File: src/mtr_cfg.svh
/*
 * Constants of the two-wire read path: bus address, counter reset, bit and page layout.
 * Assumes inclusion by the package and the top module only.
 */
`ifndef MTR_CFG_SVH
`define MTR_CFG_SVH
// ----------------------------------------
// Link framing
// ----------------------------------------
`define MTR_DEV_ADDR 7'h50
`define MTR_BIT_LAST 3'h7
`define MTR_BIT_STEP 3'h1
`define MTR_MSB 7
`define MTR_SYNC_IDLE 2'h3
// ----------------------------------------
// Byte address counter
// ----------------------------------------
`define MTR_CNT_RST 8'h00
`define MTR_PAGE_BIT 7
`define MTR_PAGE_LAST 7'h7f
`define MTR_PAGE_FIRST 7'h00
`define MTR_PTR_STEP 7'h01
`endif

File: src/mtr_pkg.sv
/*
 * Types of the two-wire read path: states, carriers and the register struct.
 * Assumes mtr_cfg.svh beside it.
 */
`include "mtr_cfg.svh"
package mtr_pkg;
    typedef enum logic [8:0] {
        S_IDLE = 9'h001,
        S_CTRL = 9'h002,
        S_ACK = 9'h004,
        S_ADDR = 9'h008,
        S_WDATA = 9'h010,
        S_FETCH = 9'h020,
        S_RBIT = 9'h040,
        S_RACK = 9'h080,
        S_WAIT = 9'h100
    } mtr_fsm_t;

    typedef struct packed {
        logic [7:0] addr;
    } mtr_req_t;

    // Two bytes taken at one instant: addr and its page-wrapped successor
    typedef struct packed {
        logic [7:0] hi;
        logic [7:0] lo;
    } mtr_snap_t;

    typedef struct packed {
        logic [1:0] s1;
        logic [1:0] s2;
        logic [1:0] s3;
        mtr_fsm_t st;
        logic [2:0] bc;
        logic [7:0] sh;
        logic rw;
        logic first;
        logic ack_on;
        logic nack;
        logic ok;
        logic [7:0] cnt;
        logic [7:0] ptr;
        mtr_snap_t snap;
        logic sv;
        logic si;
        logic req_v;
        logic pend;
        logic sda_oe_n;
        logic scl_oe_n;
    } mtr_regs_t;
endpackage

File: src/mtr_buf2.sv
/*
 * Small FIFO, two entries by default, valid and ready on both sides.
 * Assumes a single clock; ce low freezes it and blocks both handshakes.
 */
`timescale 1ns/1ps
`default_nettype none
module mtr_buf2 #(
    parameter int W = 16,
    parameter int DEPTH = 2
) (
    input wire logic clk,
    input wire logic rst,
    input wire logic ce,
    input wire logic in_valid,
    output logic in_ready,
    input wire logic [W-1:0] in_data,
    output logic out_valid,
    input wire logic out_ready,
    output logic [W-1:0] out_data
);
    localparam int AW = (DEPTH > 1) ? $clog2(DEPTH) : 1;
    localparam logic [AW:0] FULL = (AW+1)'(DEPTH);
    localparam logic [AW-1:0] LASTI = AW'(DEPTH - 1);

    typedef struct packed {
        logic [DEPTH-1:0][W-1:0] d;
        logic [AW-1:0] wp;
        logic [AW-1:0] rp;
        logic [AW:0] cnt;
    } mtr_bst_t;

    mtr_bst_t r_ff, nxt_r;
    logic push, pop;

    assign in_ready = ce && (r_ff.cnt != FULL);
    assign out_valid = ce && (r_ff.cnt != '0);
    assign out_data = r_ff.d[r_ff.rp];
    assign push = in_valid && in_ready;
    assign pop = out_ready && out_valid;

    always_comb begin
        nxt_r = r_ff;
        if (push) begin
            nxt_r.d[r_ff.wp] = in_data;
            nxt_r.wp = (r_ff.wp == LASTI) ? '0 : r_ff.wp + AW'(1);
        end
        if (pop) begin
            nxt_r.rp = (r_ff.rp == LASTI) ? '0 : r_ff.rp + AW'(1);
        end
        if (push && !pop) begin
            nxt_r.cnt = r_ff.cnt + (AW+1)'(1);
        end else if (pop && !push) begin
            nxt_r.cnt = r_ff.cnt - (AW+1)'(1);
        end
    end

    always_ff @(posedge clk) begin
        if (rst) begin
            r_ff <= '0;
        end else if (ce) begin
            r_ff <= nxt_r;
        end
    end
endmodule
`default_nettype wire

File: src/mtr_top.sv
/*
 * Two-wire management slave, read path: control byte, dummy-write address load,
 * current address and sequential reads served from two-byte snapshots.
 * Assumes SCL and SDA arrive unsynchronised; memory answers one request with a
 * coherent pair of bytes through the small buffer.
 */
`timescale 1ns/1ps
`default_nettype none
`include "mtr_cfg.svh"
module mtr_top (
    input wire logic CLK,
    input wire logic RST,
    input wire logic CE,
    input wire logic SCL,
    input wire logic SDA_IN,
    output logic SDA_OE_N,
    output logic SCL_OE_N,
    output logic REQ_VALID,
    input wire logic REQ_READY,
    output mtr_pkg::mtr_req_t REQ,
    input wire logic MEM_VALID,
    output logic MEM_READY,
    input wire mtr_pkg::mtr_snap_t MEM,
    output logic [7:0] CNT
);
    import mtr_pkg::*;

    mtr_regs_t r_ff, nxt_r;
    logic scl, sda, rise, fall, start, stop;
    logic addr_done, adv, pop, b_valid;
    logic [7:0] byte_in, sel;
    logic [$bits(mtr_snap_t)-1:0] b_data;

    // Page wrap keeps the page bit, only the low seven bits count
    function automatic logic [7:0] nxt_ptr(input logic [7:0] p);
        nxt_ptr = {p[`MTR_PAGE_BIT], p[`MTR_PAGE_BIT-1:0] + `MTR_PTR_STEP};
    endfunction

    mtr_buf2 #(.W($bits(mtr_snap_t)), .DEPTH(2)) u_buf (
        .clk(CLK),
        .rst(RST),
        .ce(CE),
        .in_valid(MEM_VALID),
        .in_ready(MEM_READY),
        .in_data(MEM),
        .out_valid(b_valid),
        .out_ready(pop),
        .out_data(b_data)
    );

    assign SDA_OE_N = r_ff.sda_oe_n;
    assign SCL_OE_N = r_ff.scl_oe_n;
    assign REQ_VALID = r_ff.req_v && CE;
    assign REQ.addr = r_ff.ptr;
    assign CNT = r_ff.cnt;

    // ----------------------------------------
    // Line events, from second and third sync stages only
    // ----------------------------------------
    assign scl = r_ff.s2[1];
    assign sda = r_ff.s2[0];
    assign rise = scl && !r_ff.s3[1];
    assign fall = !scl && r_ff.s3[1];
    assign start = scl && r_ff.s3[1] && r_ff.s3[0] && !sda;
    assign stop = scl && r_ff.s3[1] && !r_ff.s3[0] && sda;
    assign byte_in = {r_ff.sh[6:0], sda};
    assign sel = r_ff.si ? r_ff.snap.hi : r_ff.snap.lo;

    // ----------------------------------------
    // Protocol engine
    // ----------------------------------------
    always_comb begin
        nxt_r = r_ff;
        addr_done = 1'b0;
        adv = 1'b0;
        pop = 1'b0;
        nxt_r.s1 = {SCL, SDA_IN};
        nxt_r.s2 = r_ff.s1;
        nxt_r.s3 = r_ff.s2;
        if (r_ff.req_v && REQ_READY) begin
            nxt_r.req_v = 1'b0;
        end
        if (start) begin
            // Abort drops pending advance; counter keeps any loaded address
            nxt_r.st = S_CTRL;
            nxt_r.bc = '0;
            nxt_r.ok = 1'b0;
            nxt_r.ptr = r_ff.cnt;
            nxt_r.sv = 1'b0;
            nxt_r.ack_on = 1'b0;
            nxt_r.sda_oe_n = 1'b1;
            nxt_r.scl_oe_n = 1'b1;
        end else if (stop) begin
            if (r_ff.ok) begin
                nxt_r.cnt = r_ff.ptr;
            end
            nxt_r.ok = 1'b0;
            nxt_r.st = S_IDLE;
            nxt_r.sda_oe_n = 1'b1;
            nxt_r.scl_oe_n = 1'b1;
        end else begin
            case (r_ff.st)
                S_CTRL, S_ADDR, S_WDATA: begin
                    if (rise) begin
                        nxt_r.sh = byte_in;
                        nxt_r.bc = r_ff.bc + `MTR_BIT_STEP;
                        if (r_ff.bc == `MTR_BIT_LAST) begin
                            nxt_r.st = S_ACK;
                            if (r_ff.st == S_CTRL) begin
                                if (byte_in[7:1] == `MTR_DEV_ADDR) begin
                                    nxt_r.rw = byte_in[0];
                                    nxt_r.first = !byte_in[0];
                                end else begin
                                    nxt_r.st = S_IDLE;
                                end
                            end else if (r_ff.st == S_ADDR) begin
                                addr_done = 1'b1;
                                nxt_r.cnt = byte_in;
                                nxt_r.ptr = byte_in;
                                nxt_r.first = 1'b0;
                                nxt_r.sv = 1'b0;
                            end else begin
                                // Write data is outside this path: only counted
                                adv = 1'b1;
                                nxt_r.ptr = nxt_ptr(r_ff.ptr);
                                nxt_r.ok = 1'b1;
                            end
                        end
                    end
                end
                S_ACK: begin
                    if (fall) begin
                        if (!r_ff.ack_on) begin
                            nxt_r.ack_on = 1'b1;
                            nxt_r.sda_oe_n = 1'b0;
                        end else begin
                            nxt_r.ack_on = 1'b0;
                            nxt_r.sda_oe_n = 1'b1;
                            nxt_r.bc = '0;
                            if (r_ff.rw) begin
                                nxt_r.st = S_FETCH;
                                nxt_r.scl_oe_n = 1'b0;
                            end else if (r_ff.first) begin
                                nxt_r.st = S_ADDR;
                            end else begin
                                nxt_r.st = S_WDATA;
                            end
                        end
                    end
                end
                S_FETCH: begin
                    // SCL held low until a byte of the snapshot is at hand
                    if (r_ff.sv) begin
                        nxt_r.sh = sel;
                        nxt_r.sda_oe_n = sel[`MTR_MSB];
                        nxt_r.scl_oe_n = 1'b1;
                        nxt_r.st = S_RBIT;
                        nxt_r.si = 1'b1;
                        // Pair used up: a third byte gets a fresh pair, so
                        // nothing longer than two bytes is coherent
                        nxt_r.sv = !r_ff.si;
                    end else if (b_valid && r_ff.pend) begin
                        pop = 1'b1;
                        nxt_r.snap = mtr_snap_t'(b_data);
                        nxt_r.sv = 1'b1;
                        nxt_r.si = 1'b0;
                        nxt_r.pend = 1'b0;
                    end else if (!r_ff.pend) begin
                        nxt_r.req_v = 1'b1;
                        nxt_r.pend = 1'b1;
                    end
                end
                S_RBIT: begin
                    if (fall) begin
                        if (r_ff.bc == `MTR_BIT_LAST) begin
                            nxt_r.st = S_RACK;
                            nxt_r.sda_oe_n = 1'b1;
                            adv = 1'b1;
                            nxt_r.ptr = nxt_ptr(r_ff.ptr);
                            nxt_r.ok = 1'b1;
                        end else begin
                            nxt_r.bc = r_ff.bc + `MTR_BIT_STEP;
                            nxt_r.sh = {r_ff.sh[6:0], 1'b0};
                            nxt_r.sda_oe_n = r_ff.sh[6];
                        end
                    end
                end
                S_RACK: begin
                    if (rise) begin
                        nxt_r.nack = sda;
                    end
                    if (fall) begin
                        nxt_r.bc = '0;
                        if (r_ff.nack) begin
                            nxt_r.st = S_WAIT;
                        end else begin
                            nxt_r.st = S_FETCH;
                            nxt_r.scl_oe_n = 1'b0;
                        end
                    end
                end
                default: begin
                    nxt_r.st = r_ff.st;
                end
            endcase
        end
    end

    always_ff @(posedge CLK) begin
        if (RST) begin
            r_ff <= '0;
            r_ff.st <= S_IDLE;
            r_ff.s1 <= `MTR_SYNC_IDLE;
            r_ff.s2 <= `MTR_SYNC_IDLE;
            r_ff.s3 <= `MTR_SYNC_IDLE;
            r_ff.cnt <= `MTR_CNT_RST;
            r_ff.sda_oe_n <= 1'b1;
            r_ff.scl_oe_n <= 1'b1;
        end else if (CE) begin
            r_ff <= nxt_r;
        end
    end
endmodule
`default_nettype wire

File: config.mk
export PLATFORM = sky130hd
export DESIGN_NAME = mtr_top
export DESIGN_NICKNAME = d
export VERILOG_FILES = /design/src/mtr_pkg.sv /design/src/mtr_buf2.sv /design/src/mtr_top.sv
export VERILOG_INCLUDE_DIRS = /design/src
export SDC_FILE = /design/constraint.sdc
export NUM_CORES = 1
export LEC_CHECK = 0
export BUFFER_PORTS_ARGS = -buffer_cell sky130_fd_sc_hd__buf_2
export CAP_MARGIN = 40
export CORE_MARGIN = 2
export CORE_UTILIZATION = 35
export DETAILED_ROUTE_END_ITERATION = 8
export GPL_TIMING_DRIVEN = 0
export PLACE_DENSITY = 0.63
export SYNTH_ARGS = -nofsm -noshare
export SYNTH_HDL_FRONTEND = slang
export SYNTH_HIERARCHICAL = 1
export SYNTH_SLANG_ARGS = --single-unit
export TNS_END_PERCENT = 10
File: constraint.sdc
create_clock -name CLK -period 2.7 [get_ports CLK]
set_input_delay 0.54 -clock CLK [delete_from_list [all_inputs] [get_ports CLK]]
set_output_delay 0.54 -clock CLK [all_outputs]
set_load 0.1 [all_outputs]
* Word level (Yosys, flattened, before mapping)
Cells that the tools add are included.
Operators by class: add/sub/neg operators 6, magnitude comparators 3, eq/ne operators 42, mux-type cells 95, bitwise logic cells 3, reductions and logical operators 67
Operators by type and width (count):
- $mux 16 | 5
- $reduce_and 8->1 | 8
- $mux 9 | 7
- $mux 8 | 7
- $mux 17 | 3
- $mux 12 | 4
- $ne 4x4->1 const B | 12
- $pmux 9 s5 | 1
- $mux 1 | 34
- $bwmux 32 | 1
- $ne 3x3->1 const B | 10
- $mux 28 | 1
- $reduce_bool 2->1 | 14
- $mux 2 | 13
- $pmux 8 s3 | 1
- $mux 22 | 1
- $mux 20 | 1
- $ne 2x2->1 const B | 10
- $reduce_and 5->1 | 4
- $mux 18 | 1
- $logic_and 1x1->1 | 17
- $demux 16 s1 | 1
- $pmux 8 s2 | 1
- $mux 15 | 1
- other kinds (37) | 58
Word-level totals: register bits 105, input port bits 23, output and inout bits 20, word-level logic and storage cells 243

* Logic depth before layout (Yosys ltp)
word-level depth 13, gate-level depth with buffers 10, mapped depth without buffers 8

* Cells and area by module
Netlist, hierarchy kept.
Modules (own cells, without submodules):
- mtr_top | times used 1, cells an instance 455, area an instance 3803.6 µm², sequential area each 1361.3 µm²
- mtr_buf2 | times used 1, cells an instance 168, area an instance 1735.4 µm², sequential area each 720.7 µm²

* Worst setup path before layout
No wires, ideal clock.
path type flip-flop to flip-flop, from register, netlist name r_ff[55], to register u_buf/r_ff[1] (netlist name), data arrival time 2649 ps, data required time 2584 ps, setup slack -65 ps, cell stages (with the launch flop) 11, period minus slack after synthesis 2765 ps, path through dfxtp_1 -> clkbuf_1 -> nor4b_1 -> nand3_1 -> clkbuf_1 -> nor4_1 -> o211ai_1 -> ha_1 -> nor2b_1 -> a21oi_1 -> a31o_2
RTL lines:
- end signal: assignment | line mtr_buf2.sv:61 | r_ff <= nxt_r;
- end: declaration | line mtr_buf2.sv:32 | mtr_bst_t r_ff, nxt_r;

==> metrics.log <==
INFO  metric cts-buffers-inserted = 9
INFO  metric ctsLongestPathBuffers = 2
INFO  metric cts_htree_levels = 3
INFO  metric postSynthCellCount = 623
INFO  metric port_buffers = 42
INFO  metric ys_dominant_reg_cell = dfxtp_1
INFO  metric final_area = 6513 µm²
INFO  metric grt_pass1_wl = 23.22 mm
INFO  metric grt_setup_unrepaired = true
INFO  metric worst_ep_required_time = 2.97 ns
INFO  metric pwr_density_cell = 486.5 nW/µm²
INFO  metric critPathLaunch = r_ff[58]
INFO  metric net_count_after_synthesis = 650
INFO  metric utilization = 0.4252
INFO  metric cpMaxStageDelayCell = or4_1
INFO  metric synthDominantAreaCellType = dfxtp_1
INFO  metric timing.critical_path.slowest_cell_delay = 0.55 ns
INFO  metric drt_wl_total = 14.18 mm
INFO  metric finalWorstSetupSlack = 0.008687 ns
INFO  metric io-pin-count = 43
INFO  metric worst_pin_slew = 0.7760 ns
INFO  metric number_of_antenna_violations_at_the_first_check_in_global_routing = 0
INFO  metric clock-sinks = 104
INFO  metric drv.max_cap_violation_count = 0
INFO  metric path_class_of_the_lowest_slack_min_delay_path = primary input to flip-flop
INFO  metric post-route-period-util = 0.9968
INFO  metric cp.buffers_inverters = 3
INFO  metric worst-endpoint-arrival = 2.96 ns
INFO  metric power.share.switching = 0.2629
INFO  metric placement.cell_area = 6046 µm²
INFO  metric yosys-top-cells-count = dfxtp_1 (104), mux2i_1 (67), nand2b_1 (56)
INFO  metric design.die.area = 16850 µm²
INFO  metric p_int = 2.336 mW
INFO  metric seqPwrFrac = 0.499
INFO  metric report.final.setup_viol = 0
INFO  metric chipWidth = 129.8 µm
INFO  metric critical_path_fanout_max = 9
INFO  metric nNetsFinal = 705
INFO  metric overflow = 0
INFO  metric via_count_of_the_first_global_routing_pass = 4450
INFO  metric core_area = 15310 µm²
INFO  metric netlist_top_cells_area = dfxtp_1 (38%), mux2i_1 (12%), nand2b_1 (6.3%)
INFO  metric hold_path_startpoint = SDA_IN
INFO  metric tritoncts_clock_tree = done
INFO  metric core.rowCount = 45
INFO  metric post_synth.cell_area_avg = 8.891 µm²
INFO  metric timing.critical_path.to_type = flip-flop
INFO  metric globalplace.congestion = 0.9312
INFO  metric synth_area = 5539 µm²
INFO  metric antenna_cells = 0
INFO  metric ys_seq_elements = 104
INFO  metric dp_slack = -0.4494 ns
INFO  metric share_of_the_yosys_chip_area_belonging_to_registers = 0.3759
INFO  metric initial_utilization = 0.3617
INFO  metric power.ir.vdd_worst = 0.0003510 V
INFO  metric critical-path-top-delay-family = simple AND/OR/NAND/NOR gates
INFO  metric crit-reg2reg-launch = r_ff[58]
INFO  metric report.final.hold_viol_count = 0
INFO  metric first_pass_iters = 7
INFO  metric combinationalPowerShare = 0.088
INFO  metric drt-vias-per-instance = 5.246
INFO  metric max_freq = 371.6 MHz
INFO  metric vias = 4690
INFO  metric slew_violations = 0
INFO  metric postRouteAntennaNets = 0
INFO  metric syn_to_final_growth = 17.57%
INFO  metric status = finished clean
INFO  metric timing.hold.ws = 0.3956 ns
INFO  metric cts.reportedPaths.clkPinSlew = 0.08 ns
INFO  metric timing.final.crit_period = 2.691 ns
INFO  metric overall_power = 3.168 mW
INFO  metric count_leader_synth = dfxtp_1
INFO  metric timing.critical_path.cells = buf_6 > or4_4 > buf_6 > or4_1 > a31oi_4 > or3_1 > buf_2 > a222oi_1 > a311oi_1
INFO  metric setup_tns = 0 ns
INFO  metric clockRootBuffer = clkbuf_16
INFO  metric grt_start_max_net_pins = 20
INFO  metric synthDominantCellAreaShare = 0.3759
INFO  metric synth-warning-count = 6
INFO  metric clk-insertion-delay-late = 0.36 ns
INFO  metric criticalPathCategory = flip-flop to flip-flop
INFO  metric placed_cells = 880
INFO  metric synth.lib_cells_used.distinct = 66
INFO  metric grt_util_all_layers = 0.1759
INFO  metric synth-edff-count = 0
INFO  metric timing.max_slew.rel_slack = 0.4787
INFO  metric drc = 0
INFO  metric detailedRoute.firstIterationViolations = 339
INFO  metric die_h = 129.8 µm
INFO  metric p_switching = 0.8329 mW
INFO  metric power.clock.fraction = 0.413
INFO  metric crit_path_frequent_cell = buf_6
INFO  metric dp.final_hpwl = 10.31 mm
INFO  metric timing.critical_path.from_type = flip-flop
INFO  metric drt-wirelength-per-cell = 15.86 µm
INFO  metric asyncSetResetFlopFracSynth = 0
INFO  metric final_clock_skew = 0.009626 ns
INFO  metric fraction_of_layout_cells_with_a_size_suffix_above_1 = 0.2196
INFO  metric final_std_cells_w_o_fill = 894
INFO  metric p_leak = 2.464 nW
-- power by group through the flow --
stage	combinational (mW)	sequential [mW]	clock [mW]
5_1_grt	0.302	1.59	1.40
3_5_place_dp	0.271	1.62	0
6_report	0.279	1.58	1.31
4_1_cts	0.277	1.58	1.34
2_1_floorplan	0.192	1.62	0
3_3_place_gp	0.267	1.62	0
-- cells by family (layout without fill, tap and decap cells) --
group           count (synthesis)  in the layout  share of synthesized area
xor+xnor                       12             12                    0.01897
compound gates                100            100                     0.1367
flops                         104            104                     0.3759
simple gates                  247            247                     0.2365
mux                            86             86                     0.1597
fa+ha+maj                       4              4                   0.009036
buf+inv                        70            130                    0.06325
-- placed cells by master, fill, tap and decap left out, types with 18 or more instances in the layout --
cell,count
dfxtp_1,98
nand2_1,46
mux2i_1,67
nor2_1,51
nand2b_1,56
buf_4,19
buf_2,52
a21oi_1,22
nor3_1,23
mux2_2,18
clkbuf_1,22
-- tightest hold or removal path: cells and delay by family --
kind	cells	cell delay [ns]
buf+inv	1	0.08
mux	1	0.05
simple gates	1	0.06
-- per-layer routing --
| layer | track usage | routed length (µm) | vias up |
|---|---|---|---|
| met5 | 0 | 0 | - |
| met4 | 0.06262 | 274 | 0 |
| met3 | 0.03567 | 697 | 20 |
| met2 | 0.2763 | 6398 | 139 |
| met1 | 0.2406 | 6807 | 2180 |
| li1 | - | - | 2351 |
-- registers in the layout, summed over array words and instances, names as in the netlist --
register,flops
r_ff,39
REQ,8
SDA_OE_N,1
byte_in,8
CNT,8
nxt_r,3
SCL_OE_N,1
u_buf/r_ff,36
-- timing repair --
item	CTS	global route
setup endpoints to repair	47	35
hold buffers	0	0
buffers inserted	2	0
resized for setup	23	17
pin swaps	5	3
cloned	0	0
-- final timing paths --
| path | slack, ns | to | depth (start not counted) |
|---|---|---|---|
| setup reg to reg | 0.009 | REQ[0] | 9 |
| setup / recovery | 0.009 | REQ[0] | 9 |
| hold / removal | 0.40 | nxt_r[65] | 3 |
| hold reg to reg | 0.47 | u_buf/r_ff[14] | 2 |
-- area by class of cell --
type	count	area [µm²]
Clock buffer	10	239.0
Inverter	11	41.29
Buffer	55	310.3
Multi-Input combinational cell	449	3264
Clock inverter	6	58.81
Fill cell	1552	8802
Timing Repair Buffer	48	245.2
Sequential cell	104	2090
Tap cell	211	264.0
Note: power is estimated with default switching activity, not from simulation.
